`config.mk`:
```
export PLATFORM = sky130hd
export DESIGN_NAME = ssw_top
export DESIGN_NICKNAME = d
export VERILOG_FILES = /design/src/logic/ssw_pkg.sv /design/src/logic/ssw_top.sv
export VERILOG_INCLUDE_DIRS = /design/src /design/src/logic
export SDC_FILE = /design/constraint.sdc
export NUM_CORES = 1
export LEC_CHECK = 0
export BUFFER_PORTS_ARGS = -buffer_cell sky130_fd_sc_hd__buf_2
export CORE_UTILIZATION = 55
export CTS_CLUSTER_DIAMETER = 50
export DETAILED_ROUTE_END_ITERATION = 12
export HOLD_SLACK_MARGIN = 0.15
export PLACE_DENSITY = 0.92
export SYNTH_ARGS = -nofsm -noshare
export SYNTH_HDL_FRONTEND = slang
export SYNTH_SLANG_ARGS = --single-unit
```
`constraint.sdc`:
```
create_clock -name aclk -period 7 [get_ports aclk]
set_clock_uncertainty 0.15 [all_clocks]
set_input_delay 0 -clock aclk [delete_from_list [all_inputs] [get_ports aclk]]
set_output_delay 0 -clock aclk [all_outputs]
set_load 0.02 [all_outputs]
```
`src/logic/ssw_cfg.svh`:
```
// named constants for the supply supervisor watchdog core
// assumes a single clock at the rate given below
`ifndef SSW_CFG_SVH
`define SSW_CFG_SVH

// clock and internal timebase
`define SSW_CLK_HZ        32'h017D_7840
`define SSW_HZ_PER_MHZ    32'h000F_4240
`define SSW_TICK_US       32'h0000_03E8
`define SSW_TICK_CYCLES   ((`SSW_CLK_HZ / `SSW_HZ_PER_MHZ) * `SSW_TICK_US)

// durations in internal ticks of one millisecond each
`define SSW_WD_SHORT_MS   16'h0064
`define SSW_WD_LONG_MS    16'h0640
`define SSW_RST_SHORT_MS  16'h0032
`define SSW_RST_LONG_MS   16'h00C8

// external timebase defaults, in rising edges of the timebase input
`define SSW_EXT_RST_TICKS 16'h0010
`define SSW_EXT_WD_SHORT  16'h0020
`define SSW_EXT_WD_LONG   16'h0200

// widths
`define SSW_CNT_W         16
`define SSW_PRESC_W       16
`define SSW_ADDR_W        8
`define SSW_PIN_W         8

// register map, byte addresses
`define SSW_REG_CTRL      8'h00
`define SSW_REG_STATUS    8'h04
`define SSW_REG_COUNT     8'h08

// control and status fields
`define SSW_CTRL_WD_EN    0
`define SSW_CTRL_RST      32'h0000_0001
`define SSW_ST_RESET_N    0
`define SSW_ST_SUPPLY_OK  1
`define SSW_ST_KICK_FLAG  2
`define SSW_ST_BACKUP     3
`define SSW_ST_WARN       4
`define SSW_ST_LONG       5
`define SSW_ST_EXT        6
`define SSW_ST_WD_ACTIVE  7

// bus answers
`define SSW_RESP_OKAY     2'h0
`define SSW_RESP_SLVERR   2'h2

`endif

```
`src/logic/ssw_pkg.sv`:
```
// types for the supply supervisor watchdog core
// assumes ssw_cfg.svh is on the include path
`include "ssw_cfg.svh"

package ssw_pkg;

  typedef enum logic {SSW_HOLD, SSW_RUN} ssw_phase_t;

  // pin levels, after synchronising
  typedef struct packed {
    logic supply_low;
    logic in_backup;
    logic warn_ok;
    logic kick_lvl;
    logic kick_float;
    logic tb_sel;
    logic tb_in;
    logic sel_in;
  } ssw_pins_t;

  typedef struct packed {
    logic [`SSW_PIN_W-1:0]   s1;
    logic [`SSW_PIN_W-1:0]   s2;
    logic [`SSW_PIN_W-1:0]   s3;
    ssw_pins_t               flt;
    logic [`SSW_PRESC_W-1:0] presc;
    logic                    tb_prev;
    logic                    kick_prev;
    logic                    float_prev;
    ssw_phase_t              phase;
    logic [`SSW_CNT_W-1:0]   rst_cnt;
    logic [`SSW_CNT_W-1:0]   wd_cnt;
    logic                    long_mode;
    logic                    kick_flag;
    logic                    reset_n;
    logic                    reset;
    logic                    supply_ok_n;
    logic                    backup_active;
    logic                    warn_out;
    logic                    sel_out;
    logic                    wd_en;
    logic                    aw_held;
    logic [`SSW_ADDR_W-1:0]  awaddr;
    logic                    w_held;
    logic [31:0]             wdata;
    logic [3:0]              wstrb;
    logic                    bvalid;
    logic [1:0]              bresp;
    logic                    rvalid;
    logic [31:0]             rdata;
    logic [1:0]              rresp;
  } ssw_state_t;

endpackage

```
`src/logic/ssw_top.sv`:
```
// supply supervisor and watchdog core with an AXI4-Lite register slave
// assumes comparator results arrive as asynchronous digital levels
`timescale 1ns/1ps
`include "ssw_cfg.svh"

module ssw_top #(
  parameter logic                    LONG_RESET    = 1'b0,
  parameter logic [`SSW_PRESC_W-1:0] TICK_CYCLES   =
    `SSW_PRESC_W'(`SSW_TICK_CYCLES),
  parameter logic [`SSW_CNT_W-1:0]   EXT_RST_TICKS = `SSW_EXT_RST_TICKS,
  parameter logic [`SSW_CNT_W-1:0]   EXT_WD_SHORT  = `SSW_EXT_WD_SHORT,
  parameter logic [`SSW_CNT_W-1:0]   EXT_WD_LONG   = `SSW_EXT_WD_LONG
) (
  input  wire logic                   aclk,
  input  wire logic                   aresetn,
  // pins
  input  wire logic                   supply_low_in,
  input  wire logic                   main_below_backup,
  input  wire logic                   early_warn_input,
  input  wire logic                   kick_input,
  input  wire logic                   kick_input_float,
  input  wire logic                   timebase_source_select,
  input  wire logic                   timebase_input,
  input  wire logic                   select_in,
  output logic                        reset_n,
  output logic                        reset,
  output logic                        supply_low_flag_n,
  output logic                        kick_timeout_flag,
  output logic                        backup_active_flag,
  output logic                        early_warn_output,
  output logic                        select_out,
  // register bus
  input  wire logic [`SSW_ADDR_W-1:0] s_axi_awaddr,
  input  wire logic                   s_axi_awvalid,
  output logic                        s_axi_awready,
  input  wire logic [31:0]            s_axi_wdata,
  input  wire logic [3:0]             s_axi_wstrb,
  input  wire logic                   s_axi_wvalid,
  output logic                        s_axi_wready,
  output logic [1:0]                  s_axi_bresp,
  output logic                        s_axi_bvalid,
  input  wire logic                   s_axi_bready,
  input  wire logic [`SSW_ADDR_W-1:0] s_axi_araddr,
  input  wire logic                   s_axi_arvalid,
  output logic                        s_axi_arready,
  output logic [31:0]                 s_axi_rdata,
  output logic [1:0]                  s_axi_rresp,
  output logic                        s_axi_rvalid,
  input  wire logic                   s_axi_rready
);

  localparam logic [`SSW_CNT_W-1:0] INT_RST_MS =
    LONG_RESET ? `SSW_RST_LONG_MS : `SSW_RST_SHORT_MS;

  ssw_pkg::ssw_state_t state_r;
  ssw_pkg::ssw_state_t state_nxt;
  ssw_pkg::ssw_pins_t  pins;
  ssw_pkg::ssw_pins_t  f;
  logic                ext_mode;
  logic                tick;
  logic                kick_edge;
  logic                wd_active;
  logic [`SSW_CNT_W-1:0] rst_len;
  logic [`SSW_CNT_W-1:0] wd_len;
  logic [`SSW_CNT_W-1:0] rst_inc;
  logic [`SSW_CNT_W-1:0] wd_inc;
  logic [31:0]         status_word;
  logic [31:0]         read_word;
  logic [1:0]          read_resp;

  function automatic ssw_pkg::ssw_state_t init_state();
    ssw_pkg::ssw_state_t s;
    s             = '0;
    s.phase       = ssw_pkg::SSW_HOLD;
    s.long_mode   = 1'b1;
    s.kick_flag   = 1'b1;
    s.reset_n     = 1'b0;
    s.reset       = 1'b1;
    s.supply_ok_n = 1'b1;
    s.sel_out     = 1'b1;
    s.wd_en       = 1'(`SSW_CTRL_RST);
    return s;
  endfunction

  localparam ssw_pkg::ssw_state_t STATE_INIT = init_state();

  always_comb
  begin
    pins.supply_low = supply_low_in;
    pins.in_backup  = main_below_backup;
    pins.warn_ok    = early_warn_input;
    pins.kick_lvl   = kick_input;
    pins.kick_float = kick_input_float;
    pins.tb_sel     = timebase_source_select;
    pins.tb_in      = timebase_input;
    pins.sel_in     = select_in;
  end

  // filtered pin levels and derived timing
  always_comb
  begin
    f        = state_r.flt;
    ext_mode = ~f.tb_sel;
    if (ext_mode)
      tick = f.tb_in & ~state_r.tb_prev;
    else
      tick = (state_r.presc == TICK_CYCLES - 1'b1);
    kick_edge = ~f.kick_float & ~state_r.float_prev &
                (f.kick_lvl != state_r.kick_prev);
    wd_active = ~f.kick_float & state_r.wd_en;
    if (ext_mode)
    begin
      rst_len = EXT_RST_TICKS;
      wd_len  = state_r.long_mode ? EXT_WD_LONG : EXT_WD_SHORT;
    end
    else
    begin
      rst_len = INT_RST_MS;
      if (state_r.long_mode || f.tb_in)
        wd_len = `SSW_WD_LONG_MS;
      else
        wd_len = `SSW_WD_SHORT_MS;
    end
    rst_inc = state_r.rst_cnt + 1'b1;
    wd_inc  = state_r.wd_cnt + 1'b1;
  end

  // register read data
  always_comb
  begin
    status_word                    = '0;
    status_word[`SSW_ST_RESET_N]   = state_r.reset_n;
    status_word[`SSW_ST_SUPPLY_OK] = state_r.supply_ok_n;
    status_word[`SSW_ST_KICK_FLAG] = state_r.kick_flag;
    status_word[`SSW_ST_BACKUP]    = state_r.backup_active;
    status_word[`SSW_ST_WARN]      = state_r.warn_out;
    status_word[`SSW_ST_LONG]      = state_r.long_mode;
    status_word[`SSW_ST_EXT]       = ext_mode;
    status_word[`SSW_ST_WD_ACTIVE] = wd_active;
    read_resp                      = `SSW_RESP_OKAY;
    case (s_axi_araddr)
      `SSW_REG_CTRL:
        read_word = {31'h0000_0000, state_r.wd_en};
      `SSW_REG_STATUS:
        read_word = status_word;
      `SSW_REG_COUNT:
        read_word = {16'h0000, state_r.wd_cnt};
      default:
      begin
        read_word = '0;
        read_resp = `SSW_RESP_SLVERR;
      end
    endcase
  end

  always_comb
  begin
    state_nxt = state_r;

    // three-stage synchroniser, change taken when stages two and three agree
    state_nxt.s1  = pins;
    state_nxt.s2  = state_r.s1;
    state_nxt.s3  = state_r.s2;
    state_nxt.flt = ssw_pkg::ssw_pins_t'((state_r.s2 & state_r.s3) |
                    (state_r.flt & (state_r.s2 ^ state_r.s3)));

    // internal prescaler, one tick per millisecond
    if (ext_mode || tick)
      state_nxt.presc = '0;
    else
      state_nxt.presc = state_r.presc + 1'b1;
    state_nxt.tb_prev    = f.tb_in;
    state_nxt.kick_prev  = f.kick_lvl;
    state_nxt.float_prev = f.kick_float;

    // supervisor sequence
    case (state_r.phase)
      ssw_pkg::SSW_HOLD:
      begin
        if (f.supply_low)
          state_nxt.rst_cnt = '0;
        else if (tick)
        begin
          if (rst_inc >= rst_len)
          begin
            state_nxt.phase     = ssw_pkg::SSW_RUN;
            state_nxt.rst_cnt   = '0;
            state_nxt.wd_cnt    = '0;
            state_nxt.long_mode = 1'b1;
          end
          else
            state_nxt.rst_cnt = rst_inc;
        end
      end
      ssw_pkg::SSW_RUN:
      begin
        if (f.supply_low)
        begin
          state_nxt.phase   = ssw_pkg::SSW_HOLD;
          state_nxt.rst_cnt = '0;
        end
        else if (!wd_active)
          state_nxt.wd_cnt = '0;
        else if (kick_edge)
        begin
          state_nxt.wd_cnt    = '0;
          state_nxt.long_mode = 1'b0;
        end
        else if (tick)
        begin
          if (wd_inc >= wd_len)
          begin
            state_nxt.phase     = ssw_pkg::SSW_HOLD;
            state_nxt.rst_cnt   = '0;
            state_nxt.wd_cnt    = '0;
            state_nxt.kick_flag = 1'b0;
          end
          else
            state_nxt.wd_cnt = wd_inc;
        end
      end
      default:
      begin
        state_nxt.phase   = ssw_pkg::SSW_HOLD;
        state_nxt.rst_cnt = '0;
      end
    endcase

    // raising the timeout flag wins over expiry in the same cycle
    if (kick_edge)
      state_nxt.kick_flag = 1'b1;
    if (f.kick_float)
      state_nxt.kick_flag = 1'b1;
    if (f.supply_low)
      state_nxt.kick_flag = 1'b1;

    // pin outputs
    state_nxt.reset_n       = (state_nxt.phase == ssw_pkg::SSW_RUN);
    state_nxt.reset         = ~state_nxt.reset_n;
    state_nxt.supply_ok_n   = ~f.supply_low;
    state_nxt.backup_active = f.in_backup;
    state_nxt.warn_out      = f.warn_ok & ~f.in_backup;
    state_nxt.sel_out       = f.supply_low | f.sel_in;

    // write channel: address and data taken in either order
    if (s_axi_awvalid && !state_r.aw_held)
    begin
      state_nxt.aw_held = 1'b1;
      state_nxt.awaddr  = s_axi_awaddr;
    end
    if (s_axi_wvalid && !state_r.w_held)
    begin
      state_nxt.w_held = 1'b1;
      state_nxt.wdata  = s_axi_wdata;
      state_nxt.wstrb  = s_axi_wstrb;
    end
    if (state_r.bvalid && s_axi_bready)
      state_nxt.bvalid = 1'b0;
    if (state_r.aw_held && state_r.w_held && !state_r.bvalid)
    begin
      state_nxt.aw_held = 1'b0;
      state_nxt.w_held  = 1'b0;
      state_nxt.bvalid  = 1'b1;
      state_nxt.bresp   = `SSW_RESP_OKAY;
      case (state_r.awaddr)
        `SSW_REG_CTRL:
        begin
          if (state_r.wstrb[0])
            state_nxt.wd_en = state_r.wdata[`SSW_CTRL_WD_EN];
        end
        `SSW_REG_STATUS,
        `SSW_REG_COUNT:
          state_nxt.bresp = `SSW_RESP_OKAY;
        default:
          state_nxt.bresp = `SSW_RESP_SLVERR;
      endcase
    end

    // read channel
    if (state_r.rvalid)
    begin
      if (s_axi_rready)
        state_nxt.rvalid = 1'b0;
    end
    else if (s_axi_arvalid)
    begin
      state_nxt.rvalid = 1'b1;
      state_nxt.rdata  = read_word;
      state_nxt.rresp  = read_resp;
    end
  end

  always_ff @(posedge aclk)
  begin
    if (!aresetn)
      state_r <= STATE_INIT;
    else
      state_r <= state_nxt;
  end

  assign reset_n            = state_r.reset_n;
  assign reset              = state_r.reset;
  assign supply_low_flag_n  = state_r.supply_ok_n;
  assign kick_timeout_flag  = state_r.kick_flag;
  assign backup_active_flag = state_r.backup_active;
  assign early_warn_output  = state_r.warn_out;
  assign select_out         = state_r.sel_out;
  assign s_axi_awready      = ~state_r.aw_held;
  assign s_axi_wready       = ~state_r.w_held;
  assign s_axi_bvalid       = state_r.bvalid;
  assign s_axi_bresp        = state_r.bresp;
  assign s_axi_arready      = ~state_r.rvalid;
  assign s_axi_rvalid       = state_r.rvalid;
  assign s_axi_rdata        = state_r.rdata;
  assign s_axi_rresp        = state_r.rresp;

endmodule

```
# == Word-level counts from Yosys, hierarchy flattened ==
# Cells that the tools add are included.
# totals
regBits,142
inputBits,67
elab_cells,141
# op_classes
addsub,3
n_lt_le_gt_ge,2
n_eq_ne,18
mux,35
bitwise_logic,23
n_reduce_logical,24
# op_table
op,count
2-to-1 mux 17 bit,6
2-to-1 mux 16 bit,5
one-hot mux 34 bit (2 select lines),1
adder 16 x 1 -> 16 bit (second input constant),3
one-hot mux 16 bit (3 select lines),1
2-to-1 mux 35 bit,1
2-to-1 mux 34 bit,1
2-to-1 mux 33 bit,1
greater-or-equal comparator 16 bit,2
2-to-1 mux 11 bit,2
2-to-1 mux 18 bit,1
bitwise AND 8 bit,2
== test 16 x 15 -> 1 bit (second input constant),1
== test 8 x 3 -> 1 bit (second input constant),2
== test 8 x 4 -> 1 bit (second input constant),2
zero test 8 bit,2
NOT 1 bit,13
AND reduction 6 bit,2
2-to-1 mux 1 bit,10
2-to-1 mux 10 bit,1
AND reduction 5 bit,2
inequality test 3 x 1 -> 1 bit (second input constant),3
inequality test 2 bit (second input constant),4
OR 8 bit,1
19 further kinds,36

# == Longest topological paths before layout ==
# Gate-level depths: netlist of the first run.
# logic_depth
depth_word,11
depth_mapped,13

# == Worst setup path after synthesis of the first run ==
# OpenSTA, ideal clock, no wires.
# synth_path
kind,register -> register
start,register state_r[93] (netlist name)
end,"register state_r, in the netlist kick_timeout_flag"
setup_time_ns,0.124
arrival_ns,2.627
slack_ns,4.098
stages_incl_launch_ff,13
path_buffers,1
period_less_slack_ns,2.902
cell_sequence,dfxtp_1 -> ha_1 -> nand2b_1 -> and2_1 -> ha_1 -> a211o_1 -> o221ai_1 -> a31oi_1 -> o21ai_0 -> a211oi_1 -> clkbuf_1 -> o2111ai_1 -> a2111o_1
# synth_via
elab_chain_cells,3
# synth_rtl
element,line_no,text
"start, declared",ssw_top.sv:55,ssw_pkg::ssw_state_t state_r;
"start signal, assigned",ssw_top.sv:298,state_r <= state_nxt;
adder 16 x 1 -> 16 bit,ssw_top.sv:125,wd_inc = state_r.wd_cnt + 1'b1;
greater-or-equal comparator 16 bit,ssw_top.sv:211,if (wd_inc >= wd_len)
AND reduction 6 bit (no line),--,
# Every way passes these cells.
# A chain may end at the register's enable or synchronous reset.

# == Worst setup path in the final report of the first run ==
# layout_path
start,register state_r[93] (netlist name)
end,register state_r[112] (netlist name)
# layout_via
elab_chain_cells,4
# layout_rtl
element,line_no
adder 16 x 1 -> 16 bit,ssw_top.sv:125
greater-or-equal comparator 16 bit,ssw_top.sv:211
inequality test 3 x 1 -> 1 bit (no line),--
AND reduction 5 bit (no line),--
# Every way passes these cells.

==> results of run 1 <==
where the power goes:
part           leakage (uW)  switching [uW]  total (uW)  internal, uW
Clock              0.000312             372         994           623
Combinational       0.00167            55.2         106          51.0
Sequential          0.00101            8.53         727           718
Total               0.00298             435        1830          1390
flip-flops by register name, indices dropped and copies added, names as in the netlist, 8 cells and up:
register	cells
f	8
s_axi_rdata	16
state_nxt	16
state_r	73
worst max-delay path, delay by kind of cell, from the launching register on:
family	cells	cell delay, ps
compound gates	3	1570
simple gates	3	990
fa+ha+maj	2	600
flops	1	490
xor+xnor	1	250
path summary, 6_finish.rpt:
kind                                  start                        end  slack (ps)  cells past startpoint
hold / removal    state_nxt[161]$_SDFF_PN0_  state_nxt[153]$_SDFF_PN0_         280                      1
setup reg to reg   state_r[93]$_SDFFE_PN0P_  state_r[112]$_SDFFE_PN0P_        2880                      9
setup / recovery   state_r[93]$_SDFFE_PN0P_  state_r[112]$_SDFFE_PN0P_        2880                      9
hold reg to reg   state_nxt[161]$_SDFF_PN0_  state_nxt[153]$_SDFF_PN0_         280                      1
per-layer routing:
layer	wire length [um]	share of wire
met4	1490	0.088
met5	0	0
met2	8280	0.49
met3	1240	0.074
met1	5850	0.35
cell type report:
| cell class | instances | area (sq um) | share of cell area |
|---|---|---|---|
| clock buffers | 17 | 414 | 0.0576 |
| well taps | 133 | 166 | 0.0231 |
| repair buffers | 134 | 1030 | 0.143 |
| multi-input cells | 424 | 2790 | 0.388 |
| clock inverters | 15 | 234 | 0.0325 |
| inverters | 19 | 71.3 | 0.00992 |
| flip-flops and latches | 124 | 2480 | 0.345 |
synthesized netlist by cell type, types with 14 or more instances:
| master | n |
|---|---|
| buf_4 | 36 |
| mux2i_1 | 14 |
| and2_1 | 44 |
| nor3_1 | 15 |
| ha_1 | 18 |
| a22oi_1 | 14 |
| inv_1 | 19 |
| nor2b_1 | 42 |
| o21ai_0 | 16 |
| clkbuf_1 | 18 |
| dfxtp_1 | 124 |
| a21oi_1 | 24 |
| nand2_1 | 31 |
| nor2_1 | 38 |
logic make-up after synthesis:
kind of cell             Yosys count
adder cells (fa/ha/maj)           18
AND/OR/NAND/NOR                  242
multiplexers                      15
XOR/XNOR                          23
other                              1
buffers and inverters             80
flip-flops                       124
AO/OA/AOI/OAI                    108
cells in the final DEF, fill, tap and decap left out, drive strengths merged, types with 3 or more instances in the layout:
cell type / instances
nand2: 32
and3: 6
nand4: 12
a211oi: 3
o21ai: 16
nor2: 39
a22o: 6
xor2: 13
inv: 25
a22oi: 14
conb: 18
o31ai: 3
nor2b: 42
a2111oi: 6
nor4: 11
a21boi: 3
a21o: 9
buf: 63
ha: 18
dlygate4sd3: 71
a21oi: 24
or3: 7
bufinv: 5
xnor2: 10
dfxtp: 124
clkbuf: 17
a31oi: 4
nand3: 16
and2: 44
nand2b: 3
nor3: 16
mux2i: 14
per-stage QoR:
step	hold WS, ps	std cells	worst slack, ps	total power [uW]
final	283	866	2880	1830
after global routing	296	866	2650	1860
after CTS	285	866	3100	1790
after detailed placement	59.4	763	3320	807
after global placement	60.0	763	3380	804
after floorplan	-34.2	628	4100	795
==> impl_metrics.json, run 1 <==
{
  "outcome": "finished clean",
  "htreeDepth": 4,
  "design_area_sq_mm": 0.00719,
  "dpl_cell_area_sq_mm": 0.00583,
  "cts_sinks": 124,
  "vias": 5325,
  "worstHoldPathType": "register to register",
  "crit_top_cell": "ha_1",
  "portBuffers": 62,
  "dieWidth_um": 103,
  "clkLatencyLatePin_ps": 540,
  "io_pins": 115,
  "area_growth_pct": 27.0,
  "grt_usage": 0.347,
  "drtPass1Iterations": 7,
  "antenna_found_initial": 0,
  "muxShareOfSynthArea": 0.0267,
  "cts_resized": 0,
  "antennaDiodeCount": 0,
  "busiest_layer": "met2",
  "ys_ff_latch": 124,
  "fmax_mhz": 243,
  "end_kind": "register",
  "rows": 36,
  "grt_util_met3": 0.0927,
  "tightest_slew_ps": 1250,
  "fillers": 604,
  "required_ps": 7330,
  "crit_path_start_kind": "register",
  "die-area_sq_mm": 0.0107,
  "final_nets": 805,
  "die_h_um": 103,
  "grt_pass1_wl_um": 27300,
  "root_buffer": "clkbuf_8",
  "final_util": 0.729,
  "use_met2": 0.594,
  "synth_simple_gate_area_share": 0.244,
  "hpwl_um": 8130,
  "synthArstFlopShare": 0,
  "cts_buffer_depth": 2,
  "wl_per_cell_um": 19.5,
  "crit_slowest_cell": "o31ai_1",
  "p_leak_uw": 0.00298,
  "final-max-slew-violation-count": 0,
  "synth_xor_area_frac": 0.0356,
  "core_sq_mm": 0.00986,
  "ys.flop_type": "dfxtp_1",
  "synth_compound_area_frac": 0.135,
  "synth-edff-count": 0,
  "ir_drop_uv": 134,
  "power.density_mw_per_mm2": 254,
  "numCtsBuffers": 17,
  "cts_tree": "done",
  "initial_core_util": 0.574,
  "tns_ps": 0,
  "setup_viol": 0,
  "synth_area_leaders": "dfxtp_1, and2_1, buf_4",
  "post-route-period-util": 0.589,
  "detail-route-antenna-nets": 0,
  "worstPathCellList": "ha_1 > nand4_1 > nor3_1 > xor2_1 > ha_1 > o21ai_0 > nand4b_2 > o31ai_1 > a22o_1",
  "min_period_ps": 4120,
  "path_class": "register to register",
  "yosysTopAreaCellShare": 0.438,
  "dr.first_iter.drc_count": 516,
  "max_stage_delay_ps": 1140,
  "grt-ovfl-total": 0,
  "crit_fanout": 11,
  "cap_violations": 0,
  "grtUsageMet1": 0.363,
  "place_congestion": 0.880,
  "ys_types": 75,
  "crit_arrival_ps": 4450,
  "routed_via_density": 6.15,
  "postCtsHoldBufs": 71,
  "ys_warn_count": 0,
  "drive_above_1_share": 0.156,
  "synth_area_sq_mm": 0.00566,
  "synth_fa_ha_area_frac": 0.0398,
  "grt_setup_unrepaired": "no",
  "synthCells": 611,
  "clkTransAtPathRegs_ps": 70,
  "synth_top_family_by_area": "simple AND/OR/NAND/NOR gates",
  "grt_max_degree": 76,
  "max_slew_margin": 0.160,
  "hold_viol": 0,
  "yosysSeqAreaShare": 0.438,
  "grt_pass1_vias": 5285,
  "wl_um": 16900,
  "post-cts-setup-buffers": 0,
  "synth_top_area_cell": "dfxtp_1",
  "syn_area_per_cell_sq_um": 9.27,
  "drcViolationCount": 0
}
Power figures use the tool's default switching activity.
==> inputs of run 2 (changes only) <==
Clock period 7 ns to 4.2 ns, I/O delays scaled along.
==> run 2 against run 1 <==
- sequential power up 66%
- register-to-register slack worse by 2500 ps
- count of clock-buffer cells in the layout increased by 1
- final area fell by 0.91%
- utilization decreased by 0.66 points
- combinational power rose by 64%
- critical path type unchanged
- critical endpoint is now state_r[96]$_SDFFE_PN0P_
- largest cell class unchanged
- highest routed layer unchanged
==> impl_metrics.json, run 2 (synthesized netlist as in run 1, its figures left out) <==
{
  "max_stage_delay_ps": 790,
  "min_period_ps": 3800,
  "largest_reg_flops": 73,
  "dr.first_iter.drc_count": 465,
  "grt_util_met3": 0.101,
  "crit_top_cell": "nand2_1",
  "drtPass1Iterations": 9,
  "portBuffers": 62,
  "grt_pass1_wl_um": 25900,
  "hold_start": "s_axi_rready",
  "hold_ws_ps": 186,
  "holdPathStages": 4,
  "cts_resized": 0,
  "io_pins": 115,
  "grt_usage": 0.325,
  "use_met2": 0.563,
  "dieWidth_um": 103,
  "regMostFlops": "state_r",
  "area_growth_pct": 25.8,
  "rows": 36,
  "required_ps": 4500,
  "ir_drop_uv": 244,
  "power.density_mw_per_mm2": 405,
  "crit_family": "compound AO/OA/AOI/OAI gates",
  "fmax_mhz": 263,
  "fin_cells": 865,
  "clkTransAtPathRegs_ps": 70,
  "tns_ps": 0,
  "path_depth": 10,
  "detail-route-antenna-nets": 0,
  "clkLatencyLatePin_ps": 530,
  "cts_buffer_depth": 2,
  "crit_arrival_ps": 4100,
  "root_buffer": "clkbuf_8",
  "antenna_found_initial": 0,
  "setup_viol": 0,
  "end_kind": "register",
  "numCtsBuffers": 17,
  "path_class": "register to register",
  "max_slew_margin": 0.346,
  "crit_slowest_cell": "a31oi_2",
  "busiest_layer": "met2",
  "final_cell_mix": "dfxtp_1, dlygate4sd3_1, buf_2",
  "grt_pass1_vias": 5330,
  "cts_sinks": 124,
  "post-route-period-util": 0.905,
  "worstPathCellList": "nand4_1 > o21ai_0 > nand2_1 > ha_1 > nand3_1 > a211oi_1 > a2111oi_1 > nand2_1 > a31oi_2 > a21o_1",
  "final_util": 0.722,
  "vias": 5149,
  "tightest_slew_ps": 979,
  "post-cts-setup-buffers": 0,
  "timing.rr.start": "state_r[112]$_SDFFE_PN0P_",
  "worstHoldPathType": "input port to register",
  "wl_per_cell_um": 18.2,
  "place_congestion": 0.842,
  "postCtsHoldBufs": 68,
  "drcViolationCount": 0,
  "dp_cells": 765,
  "fillers": 620,
  "endpoint": "state_r[96]$_SDFFE_PN0P_",
  "r2r_end": "state_r[96]$_SDFFE_PN0P_",
  "htreeDepth": 4,
  "grtUsageMet1": 0.327,
  "grt_max_degree": 75,
  "crit_fanout": 16,
  "p_leak_uw": 0.00296,
  "grt-ovfl-total": 0,
  "core_sq_mm": 0.00986,
  "hold_viol": 0,
  "drive_above_1_share": 0.157,
  "initial_core_util": 0.574,
  "grt_setup_unrepaired": "no",
  "outcome": "finished clean",
  "wl_um": 15800,
  "die-area_sq_mm": 0.0107,
  "cap_violations": 0,
  "worstRegToRegCells": 10,
  "r2r_setup_slack_ps": 400,
  "final-max-slew-violation-count": 0,
  "die_h_um": 103,
  "cts_tree": "done",
  "final_nets": 804,
  "crit_path_start_kind": "register",
  "path_buf_inv": 0,
  "hpwl_um": 8090,
  "routed_via_density": 5.95,
  "cp-startpoint": "state_r[112]$_SDFFE_PN0P_",
  "layout_commonest_cell": "dfxtp_1"
}
## run 2: cell types whose count changed in the layout (fill, tap and decap cells not counted), sizes merged
cell	before	now
inv	25	20
bufinv	5	3
buf	63	65
diode	0	1
dlygate4sd3	71	68
clkinv	2	7
clkbuf	17	18
## run 2: where the power goes
group	internal, uW	total [uW]	leakage (uW)	switching (uW)
registers	1200	1210	0.00101	13.2
clock network	920	1500	0.000287	580
logic	85.4	174	0.00166	89.1
total	2200	2880	0.00296	682
## run 2: area by class of cell
cell class,count,area [sq um],area share
inverter,19,71.3,0.0100
sequential,124,2480,0.348
clock inverter,13,168,0.0235
antenna,1,2.50,0.000351
multi-input combinational,424,2790,0.392
timing repair buffer,133,1010,0.142
tap,133,166,0.0234
clock buffer,18,428,0.0601
## run 2: per-layer routing
metal	up-vias	wire (um)
met4	0	1070
met2	306	7980
met5	-	0
met3	109	1200
met1	2419	5530
li1	2315	-
## run 2: worst reg2reg max path: stages, from the launching register on
cell and delay, ps:
dfxtp_1 500, nand4_1 320, o21ai_0 340, nand2_1 100, ha_1 280, nand3_1 70
a211oi_1 60, a2111oi_1 580, nand2_1 230, a31oi_2 790, a21o_1 320
## run 2: worst min path at each step
| stage | to | slack, ps |
|---|---|---|
| after floorplan | state_r[74]$_SDFFE_PP0P_ | -30 |
| after global placement | state_nxt[161]$_SDFF_PN0_ | 60 |
| after detailed placement | state_nxt[165]$_SDFF_PN0_ | 60 |
| after CTS | s_axi_rvalid$_SDFF_PN0_ | 190 |
| after global routing | s_axi_rvalid$_SDFF_PN0_ | 180 |
| final | s_axi_rvalid$_SDFF_PN0_ | 190 |
## run 2: per-stage QoR
step | area, sq um | worst slack [ps] | total power (uW)
after floorplan | 5730 | 1300 | 1330
after global placement | 5850 | 816 | 1340
after detailed placement | 5850 | 659 | 1350
after CTS | 7120 | 587 | 2840
after global routing | 7120 | 193 | 2960
final | 7120 | 401 | 2880
